==> src/verilog/rcc_defs.vh <==
// Register map, field positions, reset values and encodings of the reset cause block.
`ifndef RCC_DEFS_VH
`define RCC_DEFS_VH

`define RCC_ADDR_W 12
`define RCC_OFS_CTRL 12'h000
`define RCC_OFS_INT_STATUS 12'h004
`define RCC_OFS_INT_MASK 12'h008
`define RCC_OFS_INT_PRIO 12'h00c
`define RCC_OFS_LAST_CAUSE 12'h010

`define RCC_BIT_PRIO_EN 7
`define RCC_BIT_SW_BOR_EN 6
`define RCC_BIT_CFG_MISMATCH 5
`define RCC_BIT_RESET_INSTR 4
`define RCC_BIT_WDT_TIMEOUT 3
`define RCC_BIT_POWERDOWN 2
`define RCC_BIT_POWER_ON 1
`define RCC_BIT_BROWN_OUT 0
`define RCC_CTRL_RESET 8'h7c
`define RCC_CTRL_WR_MASK 8'hf3

`define RCC_BOR_CFG_SOFTWARE 2'h1
`define RCC_BOR_CFG_OFF 2'h0

`define RCC_EV_W 6
`define RCC_EV_POWER_ON 0
`define RCC_EV_BROWN_OUT 1
`define RCC_EV_WDT_TIMEOUT 2
`define RCC_EV_CFG_MISMATCH 3
`define RCC_EV_RESET_INSTR 4
`define RCC_EV_SLEEP 5

`define RCC_CAUSE_NONE 3'h0
`define RCC_CAUSE_POWER_ON 3'h1
`define RCC_CAUSE_BROWN_OUT 3'h2
`define RCC_CAUSE_WDT 3'h3
`define RCC_CAUSE_CFG_MISMATCH 3'h4
`define RCC_CAUSE_RESET_INSTR 3'h5

`endif

==> src/verilog/apb_slave_port.v <==
// APB3 slave handshake: phase decode, zero wait answer, error on unmapped access.
`timescale 1ns/1ps
module apb_slave_port (
  // Bus side
  input wire psel,
  input wire penable,
  input wire pwrite,
  output wire pready,
  output wire pslverr,
  // Register side
  input wire addrHit,
  output wire setupRead,
  output wire writeStb
);
  wire accessPhase;

  // Every access ends in its first access cycle, so no wait state is ever inserted.
  assign accessPhase = psel & penable;
  assign pready = 1'b1;
  assign pslverr = accessPhase & ~addrHit;
  assign setupRead = psel & ~penable & ~pwrite;
  assign writeStb = accessPhase & pwrite & addrHit;
endmodule

==> src/verilog/sticky_w1c_bank.v <==
// Bank of sticky event bits, cleared by writing ones, with a set that beats the clear.
`timescale 1ns/1ps
module sticky_w1c_bank #(
  parameter WIDTH = 6
) (
  // Clock and reset
  input wire mclk,
  input wire rst_b,
  // Events and software clear
  input wire [WIDTH-1:0] eventIn,
  input wire clearStb,
  input wire [WIDTH-1:0] clearBits,
  // State
  output wire [WIDTH-1:0] status
);
  reg [WIDTH-1:0] status_q;
  wire [WIDTH-1:0] status_d;

  // An event landing in the clear cycle stays recorded.
  assign status_d = (status_q & ~(clearStb ? clearBits : {WIDTH{1'b0}})) | eventIn;

  always @(posedge mclk or negedge rst_b) begin
    if (!rst_b) begin
      status_q <= {WIDTH{1'b0}};
    end else begin
      status_q <= status_d;
    end
  end

  assign status = status_q;
endmodule

==> src/verilog/reset_cause_ctrl.v <==
// Reset cause and control register with event interrupts and a two level priority resolver.
`timescale 1ns/1ps
`include "rcc_defs.vh"

// Functional notes
// - With the priority enable bit (bit 7) set, requests are split into high and low levels; clear, all go to one level.
// - With the brown-out configuration field at 01, the software brown-out enable bit turns brown-out detection on or off.
// - With the configuration field at 00, 10 or 11 the software enable bit has no effect and reads as zero.
// - A configuration mismatch reset clears bit 5, and only a software write sets it again.
// - A reset caused by the reset instruction clears bit 4, and only firmware sets it again.
// - Bit 3 is set by power-up, the watchdog clear and the sleep instruction, and cleared by a watchdog time-out.
// - Bit 2 is set by power-up or the watchdog clear instruction, and cleared by the sleep instruction.
// - A power-on reset clears bit 1, and only a firmware write sets it again.
// - A brown-out reset clears bit 0, and only a firmware write sets it again.
// - Bits 3 and 2 are read-only resetting to 1; bits 7, 1, 0 reset to 0 and bits 6, 5, 4 to 1, all writable.
module reset_cause_ctrl #(
  parameter NUM_SRC = 8
) (
  // Clock and power-on reset
  input wire mclk,
  input wire rst_b,
  // APB register bus
  input wire psel,
  input wire penable,
  input wire pwrite,
  input wire [`RCC_ADDR_W-1:0] paddr,
  input wire [31:0] pwdata,
  output wire [31:0] prdata,
  output wire pready,
  output wire pslverr,
  // Reset sources and core instructions, one cycle pulses
  input wire powerOnEvent,
  input wire brownOutEvent,
  input wire wdtTimeoutEvent,
  input wire cfgMismatchEvent,
  input wire resetInstrEvent,
  input wire sleepInstr,
  input wire watchdogClearInstr,
  // Configuration field
  input wire [1:0] brownoutConfigField,
  // Peripheral interrupt requests
  input wire [NUM_SRC-1:0] intReq,
  // Block outputs
  output wire brownoutDetectEnable,
  output wire interruptPriorityEnable,
  output wire intHighReq,
  output wire intLowReq,
  output wire irq
);
  reg [7:0] resetCauseControl_q;
  reg [7:0] resetCauseControl_d;
  reg [`RCC_EV_W-1:0] intMask_q;
  reg [NUM_SRC-1:0] intPrio_q;
  reg [2:0] lastCause_q;
  reg [2:0] lastCause_d;
  reg [31:0] prdata_q;
  reg [31:0] readMux;
  reg intHighReq_q;
  reg intLowReq_q;
  reg irq_q;
  reg bodEnable_q;
  reg addrHit;
  wire setupRead;
  wire writeStb;
  wire [`RCC_EV_W-1:0] eventVec;
  wire [`RCC_EV_W-1:0] intStatus;
  wire swBorActive;
  wire wrCtrl;
  wire wrStatus;
  wire wrMask;
  wire wrPrio;
  wire [7:0] ctrlReadValue;
  wire [7:0] wrByte;

  function regHit;
    input [`RCC_ADDR_W-1:0] addr;
    input [`RCC_ADDR_W-1:0] offset;
    begin
      regHit = (addr == offset);
    end
  endfunction

  // Bus handshake and register decode.
  apb_slave_port u_apb (
    .psel(psel),
    .penable(penable),
    .pwrite(pwrite),
    .pready(pready),
    .pslverr(pslverr),
    .addrHit(addrHit),
    .setupRead(setupRead),
    .writeStb(writeStb)
  );

  always @* begin
    addrHit = regHit(paddr, `RCC_OFS_CTRL) |
              regHit(paddr, `RCC_OFS_INT_STATUS) |
              regHit(paddr, `RCC_OFS_INT_MASK) |
              regHit(paddr, `RCC_OFS_INT_PRIO) |
              regHit(paddr, `RCC_OFS_LAST_CAUSE);
  end

  assign wrCtrl = writeStb & regHit(paddr, `RCC_OFS_CTRL);
  assign wrStatus = writeStb & regHit(paddr, `RCC_OFS_INT_STATUS);
  assign wrMask = writeStb & regHit(paddr, `RCC_OFS_INT_MASK);
  assign wrPrio = writeStb & regHit(paddr, `RCC_OFS_INT_PRIO);
  assign wrByte = pwdata[7:0];

  // Software enable only counts when the configuration hands control to software.
  assign swBorActive = (brownoutConfigField == `RCC_BOR_CFG_SOFTWARE);

  // Reset cause and control register.
  always @* begin
    resetCauseControl_d = resetCauseControl_q;
    if (wrCtrl) begin
      // Bits 3 and 2 ignore the write; hardware alone moves them.
      resetCauseControl_d = (resetCauseControl_q & ~`RCC_CTRL_WR_MASK) |
                            (wrByte & `RCC_CTRL_WR_MASK);
    end
    // Hardware events follow the write so that a reset cause is never lost to software.
    if (cfgMismatchEvent) begin
      resetCauseControl_d[`RCC_BIT_CFG_MISMATCH] = 1'b0;
    end
    if (resetInstrEvent) begin
      resetCauseControl_d[`RCC_BIT_RESET_INSTR] = 1'b0;
    end
    if (powerOnEvent || watchdogClearInstr || sleepInstr) begin
      resetCauseControl_d[`RCC_BIT_WDT_TIMEOUT] = 1'b1;
    end
    if (wdtTimeoutEvent) begin
      // A time-out is the rarer and more telling event, so it beats a same-cycle set.
      resetCauseControl_d[`RCC_BIT_WDT_TIMEOUT] = 1'b0;
    end
    if (powerOnEvent || watchdogClearInstr) begin
      resetCauseControl_d[`RCC_BIT_POWERDOWN] = 1'b1;
    end
    if (sleepInstr) begin
      resetCauseControl_d[`RCC_BIT_POWERDOWN] = 1'b0;
    end
    if (powerOnEvent) begin
      resetCauseControl_d[`RCC_BIT_POWER_ON] = 1'b0;
    end
    if (brownOutEvent) begin
      resetCauseControl_d[`RCC_BIT_BROWN_OUT] = 1'b0;
    end
  end

  // The register is only reset by the power-on reset; other causes leave unrelated flags alone.
  always @(posedge mclk or negedge rst_b) begin
    if (!rst_b) begin
      resetCauseControl_q <= `RCC_CTRL_RESET;
    end else begin
      resetCauseControl_q <= resetCauseControl_d;
    end
  end

  // Software enable reads as zero whenever it has no effect.
  assign ctrlReadValue = {resetCauseControl_q[`RCC_BIT_PRIO_EN],
                          resetCauseControl_q[`RCC_BIT_SW_BOR_EN] & swBorActive,
                          resetCauseControl_q[5:0]};

  // Brown-out detection enable.
  always @(posedge mclk or negedge rst_b) begin
    if (!rst_b) begin
      bodEnable_q <= 1'b0;
    end else if (swBorActive) begin
      bodEnable_q <= resetCauseControl_q[`RCC_BIT_SW_BOR_EN];
    end else begin
      // Field 00 turns detection off; 10 and 11 leave it under hardware control.
      bodEnable_q <= (brownoutConfigField != `RCC_BOR_CFG_OFF);
    end
  end

  assign brownoutDetectEnable = bodEnable_q;
  assign interruptPriorityEnable = resetCauseControl_q[`RCC_BIT_PRIO_EN];

  // Last reset cause, highest ranking cause first when several coincide.
  always @* begin
    lastCause_d = lastCause_q;
    if (powerOnEvent) begin
      lastCause_d = `RCC_CAUSE_POWER_ON;
    end else if (brownOutEvent) begin
      lastCause_d = `RCC_CAUSE_BROWN_OUT;
    end else if (wdtTimeoutEvent) begin
      lastCause_d = `RCC_CAUSE_WDT;
    end else if (cfgMismatchEvent) begin
      lastCause_d = `RCC_CAUSE_CFG_MISMATCH;
    end else if (resetInstrEvent) begin
      lastCause_d = `RCC_CAUSE_RESET_INSTR;
    end
  end

  always @(posedge mclk or negedge rst_b) begin
    if (!rst_b) begin
      lastCause_q <= `RCC_CAUSE_NONE;
    end else begin
      lastCause_q <= lastCause_d;
    end
  end

  // Sticky event status for the interrupt output.
  assign eventVec = {sleepInstr, resetInstrEvent, cfgMismatchEvent,
                     wdtTimeoutEvent, brownOutEvent, powerOnEvent};

  sticky_w1c_bank #(
    .WIDTH(`RCC_EV_W)
  ) u_status (
    .mclk(mclk),
    .rst_b(rst_b),
    .eventIn(eventVec),
    .clearStb(wrStatus),
    .clearBits(pwdata[`RCC_EV_W-1:0]),
    .status(intStatus)
  );

  always @(posedge mclk or negedge rst_b) begin
    if (!rst_b) begin
      intMask_q <= {`RCC_EV_W{1'b0}};
    end else if (wrMask) begin
      intMask_q <= pwdata[`RCC_EV_W-1:0];
    end
  end

  always @(posedge mclk or negedge rst_b) begin
    if (!rst_b) begin
      irq_q <= 1'b0;
    end else begin
      irq_q <= |(intStatus & intMask_q);
    end
  end

  assign irq = irq_q;

  // Per source priority: one marks a high priority source.
  always @(posedge mclk or negedge rst_b) begin
    if (!rst_b) begin
      intPrio_q <= {NUM_SRC{1'b0}};
    end else if (wrPrio) begin
      intPrio_q <= pwdata[NUM_SRC-1:0];
    end
  end

  // Compatibility mode routes every request to the high level and keeps the low level quiet.
  always @(posedge mclk or negedge rst_b) begin
    if (!rst_b) begin
      intHighReq_q <= 1'b0;
      intLowReq_q <= 1'b0;
    end else if (resetCauseControl_q[`RCC_BIT_PRIO_EN]) begin
      intHighReq_q <= |(intReq & intPrio_q);
      intLowReq_q <= |(intReq & ~intPrio_q);
    end else begin
      intHighReq_q <= |intReq;
      intLowReq_q <= 1'b0;
    end
  end

  assign intHighReq = intHighReq_q;
  assign intLowReq = intLowReq_q;

  // Read data is captured in the setup cycle and held through the access cycle.
  always @* begin
    readMux = 32'h0000_0000;
    if (regHit(paddr, `RCC_OFS_CTRL)) begin
      readMux[7:0] = ctrlReadValue;
    end else if (regHit(paddr, `RCC_OFS_INT_STATUS)) begin
      readMux[`RCC_EV_W-1:0] = intStatus;
    end else if (regHit(paddr, `RCC_OFS_INT_MASK)) begin
      readMux[`RCC_EV_W-1:0] = intMask_q;
    end else if (regHit(paddr, `RCC_OFS_INT_PRIO)) begin
      readMux[NUM_SRC-1:0] = intPrio_q;
    end else if (regHit(paddr, `RCC_OFS_LAST_CAUSE)) begin
      readMux[2:0] = lastCause_q;
    end
  end

  always @(posedge mclk or negedge rst_b) begin
    if (!rst_b) begin
      prdata_q <= 32'h0000_0000;
    end else if (setupRead) begin
      prdata_q <= readMux;
    end
  end

  assign prdata = prdata_q;
endmodule

==> config.mk <==
export PLATFORM = sky130hd
export DESIGN_NAME = reset_cause_ctrl
export DESIGN_NICKNAME = d
export VERILOG_FILES = /design/src/verilog/apb_slave_port.v /design/src/verilog/sticky_w1c_bank.v /design/src/verilog/reset_cause_ctrl.v
export VERILOG_INCLUDE_DIRS = /design/src /design/src/verilog
export SDC_FILE = /design/constraint.sdc
export NUM_CORES = 1
export LEC_CHECK = 0
export BUFFER_PORTS_ARGS = -buffer_cell sky130_fd_sc_hd__buf_2
export CAP_MARGIN = 20
export CORE_ASPECT_RATIO = 0.9
export CORE_MARGIN = 4
export CORE_UTILIZATION = 47
export CTS_CLUSTER_SIZE = 10
export DETAILED_ROUTE_END_ITERATION = 10
export PLACE_DENSITY = 0.8
export SYNTH_ARGS = -nofsm -noshare
export SYNTH_HDL_FRONTEND = slang
export SYNTH_SLANG_ARGS = --single-unit
==> constraint.sdc <==
create_clock -name mclk -period 1.7 [get_ports mclk]
set_clock_uncertainty 0.15 [all_clocks]
set_input_delay 0.255 -clock mclk [delete_from_list [all_inputs] [get_ports mclk]]
set_output_delay 0.255 -clock mclk [all_outputs]
set_load 0.005 [all_outputs]
# Yosys cells after proc, flatten, opt, wreduce, memory -nomap -nowiden
# Cells that the tools add are included.
# totals
ff_bits,43
in_bits,66
# classes
reduce_logical,15
n_eq_ne,5
bitwise,26
mux,26
# op_table
op,n
"12-bit by 4-bit == test with 1-bit output, second input constant",2
6-bit 2-to-1 mux,4
8-bit OR reduction,3
3-bit 2-to-1 mux,7
8-bit AND,2
6-bit AND,2
"12-bit by 3-bit == test with 1-bit output, second input constant",1
"12-bit by 5-bit == test with 1-bit output, second input constant",1
12-bit zero test,1
1-bit AND,11
1-bit 2-to-1 mux,11
2-bit nonzero test,5
8-bit 2-to-1 mux,1
8-bit inverter,1
4-bit by 8-bit bitwise OR with 8-bit output,1
6-bit inverter,1
6-bit bitwise OR,1
3-bit nonzero test,2
6-bit OR reduction,1
5-bit 2-to-1 mux,1
5-bit nonzero test,1
2-bit 2-to-1 mux,2
1-bit bitwise OR,4
1-bit inverter,3
other kinds (2),3

# Logic depth before layout (Yosys ltp)
# depth
word_depth,11
ltp_mapped,6
mapped_depth_nobuf,4

# Cells and area by module
# From an unflattened synthesis, not the netlist that was laid out.
# unflattened
hier_cells,236
area_unflattened_um2,2446.1
# by_module_without_submodules
mod,area_per_inst_um2,seq_area_each_um2,instances,cells_each
reset_cause_ctrl,2185.8,932.1,1,213
sticky_w1c_bank,217.7,150.1,1,18
apb_slave_port,42.5,0.0,1,5

# Worst setup path before layout
# Ideal clock, no wire load.
# synth_timing
path_kind,input port to flip-flop
from,input port paddr[4]
to,register intMask_q[0]
cell_stages,5
setup_time_ns,0.125
t_arrival_ns,1.807
setup_slack_ns,-0.382
path_buffers,1
required_time_ns,1.425
cell_sequence,buf_2 > or4_4 > nor4_4 > nand3_2 > mux2_2
# synth_between
elab_chain_cells,7
elab_cells_between_ends,11
cone_classes,eq/ne (4); bitwise (6); reduce/logical (1)
# synth_lines
element,line,text
from (decl),reset_cause_ctrl.v:26,"input wire [`RCC_ADDR_W-1:0] paddr,"
12-bit by 3-bit == test with 1-bit output / 12-bit zero test (equally long branches),reset_cause_ctrl.v:79,regHit = (addr == offset);
1-bit bitwise OR (4 in a row),reset_cause_ctrl.v:96,"addrHit = regHit(paddr, `RCC_OFS_CTRL) |"
1-bit AND,apb_slave_port.v:22,assign writeStb = accessPhase & pwrite & addrHit;
1-bit AND (*),reset_cause_ctrl.v:105,"assign wrMask = writeStb & regHit(paddr, `RCC_OFS_INT_MASK);"
to (signal assigned),reset_cause_ctrl.v:218,intMask_q <= {`RCC_EV_W{1'b0}};
to (signal assigned),reset_cause_ctrl.v:220,intMask_q <= pwdata[`RCC_EV_W-1:0];
to (decl),reset_cause_ctrl.v:52,reg [`RCC_EV_W-1:0] intMask_q;
# Every way passes the cells marked *; elsewhere a longest branch is shown, timed or not.
# A chain may end at the register's enable or synchronous reset.

# Final worst setup path
# layout_timing
from,input port paddr[10]
to,register resetCauseControl_q[7]
# layout_between
elab_chain_cells,7
elab_cells_between_ends,11
cone_classes,eq/ne (4); bitwise (6); reduce/logical (1)
# layout_lines
element,line,text
12-bit by 3-bit == test with 1-bit output / 12-bit zero test (equally long branches),reset_cause_ctrl.v:79,
1-bit bitwise OR (4 in a row),reset_cause_ctrl.v:96,
1-bit AND,apb_slave_port.v:22,
1-bit AND (*),reset_cause_ctrl.v:103,"assign wrCtrl = writeStb & regHit(paddr, `RCC_OFS_CTRL);"
to (signal assigned),reset_cause_ctrl.v:151,resetCauseControl_q <= `RCC_CTRL_RESET;
to (signal assigned),reset_cause_ctrl.v:153,resetCauseControl_q <= resetCauseControl_d;
to (decl),reset_cause_ctrl.v:50,reg [7:0] resetCauseControl_q;
# Marks and branches as above.

==> results.ini <==
[route]
wl_um=5930
drt_iter0_drc=190
avgRoutedWirePerCell_um=16.1
ant_nets=0
drt_pass1_iterations=4
post_drt_via_cell_ratio=5.30
drc=0
vias=1952

[layout]
utilization_pct=62.0
regArea_um2=1080
nets=368
syn_to_final_growth_pct=27.7
diodes=0
multi_input_area_um2=1170
fill_cells=401
drive_above_1_share_pct=40.9

[sta]
fin_crit_sh_pct=110
hold_slack_ns=0.00653
rsz0062_at_grt=true
slew_violations=0
hold_viol=0
fin_ws_ns=-0.171
fmax_mhz=534
layout_min_cycle_time_ns=1.87
setup_tns_ns=-3.48
setup_violations=29

[synthesis]
yosys.cell_types.count=46
synth_seq_cells=43
synth_edf_count=0
syn-cell-area_um2=2360
avgSynthCellArea_um2=10.6
async_flop_share_pct=100
ys.flop_type=dfrtp_1
yosys_warnings=0
synth_cells=223
yosysSeqAreaShare_pct=45.8

[global_routing]
grt_pass1_vias=1848
grt_pass1_wl_um=9340
grt_max_degree=44
grt_usage_pct=20.2
grt-ovfl-total=0
antenna_found_initial=0

[critical_path]
arrival_ns=1.91
path_max_fanout=6
start_kind=primary input
crit_path_end_kind=flip-flop
cp.required_ns=1.74
rrSetupSlack_ns=0.19
crit_type=primary input to flip-flop

[floorplan]
ios=105
design.core.area_um2=4860
num_rows=24
die-area_um2=6230
fp.dieH_um=75.3
start_util_pct=48.6
chipWidth_um=82.8

[clock_tree]
cts_buffers=5
clkLatencyLatePin_ns=0.30
clock-sinks=43
cts-root-buf=clkbuf_8
cts.htree.levels=2
clockBufferDepth=2
clk_pin_slew_ns=0.08
cts_tree=built

[placed_design]
port-buffer-count=55
dp_hpwl_um=4510
place.gp.congestion=0.838
pre_cts_ws_ns=-0.501

[worst_hold_path]
hold_path.class=primary input to flip-flop

[power_and_ir_drop]
leakage_nw=1.45
ir_drop_v=0.000531
power.density_nw_per_um2=701
finalPower_mw=2.12

[run]
maxCapViolCount=0

[run_status]
failed_checks=negative setup slack
status=complete, but fails checks

[cell families (layout without fill, tap and decap cells)]
family	Yosys count	after routing	synth area share [%]
other	2	25	0.318
muxes	25	25	13.1
AOI/OAI and AO/OA	42	42	12.9
DFF	43	43	45.8
buffers and inverters	41	98	10.6
and+or+nand+nor	70	70	17.3
[cell usage in the layout, fill, tap and decap left out, drive strengths merged, types with 2 or more instances in the layout]
master / n
a211oi: 3
a21o: 7
a21oi: 2
a22o: 3
a22oi: 8
a32o: 2
buf: 77
clkbuf: 6
conb: 25
dfrtp: 38
dfstp: 5
dlygate4sd3: 5
inv: 8
mux2: 17
mux2i: 5
mux4: 3
nand2: 19
nand2b: 5
nand3: 6
nand4: 2
nor2: 15
nor2b: 2
nor3: 2
nor4: 8
o21ai: 6
o22ai: 4
or4: 5
[path summary, 6_finish.rpt]
kind                                           from                                 end  depth (start not counted)
setup / recovery                          paddr[10]  resetCauseControl_q[7]$_DFFE_PN0P_                          5
max in group asynchronous                     rst_b  resetCauseControl_q[3]$_DFFE_PN1P_                          3
setup reg to reg           intPrio_q[2]$_DFFE_PN0P_                intHighReq$_DFF_PN0_                          4
hold reg to reg               prdata[3]$_DFFE_PN0P_               prdata[3]$_DFFE_PN0P_                          2
hold / removal                     cfgMismatchEvent  resetCauseControl_q[5]$_DFFE_PN1P_                          2
min in group asynchronous                     rst_b               prdata[2]$_DFFE_PN0P_                          3
[power by group]
part / internal, mW / leakage (nW) / switching [mW]
registers: 1.03 / 0.539 / 0.00621
clock network: 0.475 / 0.0612 / 0.351
logic: 0.110 / 0.852 / 0.141
total: 1.62 / 1.45 / 0.498
[timing repair]
item,CTS,global route
gates resized for setup,11,5
hold endpoints to repair,42,0
endpoints found under the setup margin,29,31
hold buffers,5,0
pin swaps,7,4
buffers inserted,3,2
[worst max-delay path, stage by stage]
cell and delay, ns:
buf_6 0.09, or4_4 0.53, buf_4 0.15, or4_4 0.58, mux2_2 0.30
[registers in the layout, summed over array words and instances, names as in the netlist]
signal and flops:
intLowReq 1, irq 1, intPrio_q 8, lastCause_q 3
brownoutDetectEnable 1, resetCauseControl_q 8, intHighReq 1, u_status.status 6
intMask_q 6, prdata 8
[synth_stat cells (5+ instances only)]
library cell / n / area [um^2]
nor4_1: 6 / 37.5
buf_4: 25 / 188
mux2_2: 17 / 191
a21o_1: 7 / 52.6
dfstp_2: 5 / 131
dfrtp_1: 38 / 951
clkbuf_1: 5 / 18.8
a22oi_1: 8 / 60.1
o21ai_0: 6 / 30.0
mux2i_1: 5 / 50.1
nand2b_1: 5 / 31.3
inv_1: 8 / 30.0
nand3_1: 5 / 25.0
nor2_1: 15 / 56.3
nand2_1: 19 / 71.3
[cell type report]
cell class	count	area share, %
clock buffers	6	2.74
clock inverters	2	1.16
inverters	8	0.995
multi-input cells	162	38.9
flip-flops and latches	43	35.9
well taps	65	2.69
repair buffers	82	17.6
[metrics by stage]
step                      std cells  cell area, um^2
after floorplan                 246             2480
after global placement          351             2740
after detailed placement        351             2740
after CTS                       367             2990
after global routing            368             3020
final                           368             3020
[metal layers]
layer / up-vias / routed length (um) / GRT usage (%)
met4: 0 / 89 / 4.36
met1: 923 / 2580 / 29.0
met3: 10 / 538 / 6.22
met2: 99 / 2730 / 30.4
met5: - / 0 / 0
li1: 920 / - / -
(Power assumes the default switching activity.)
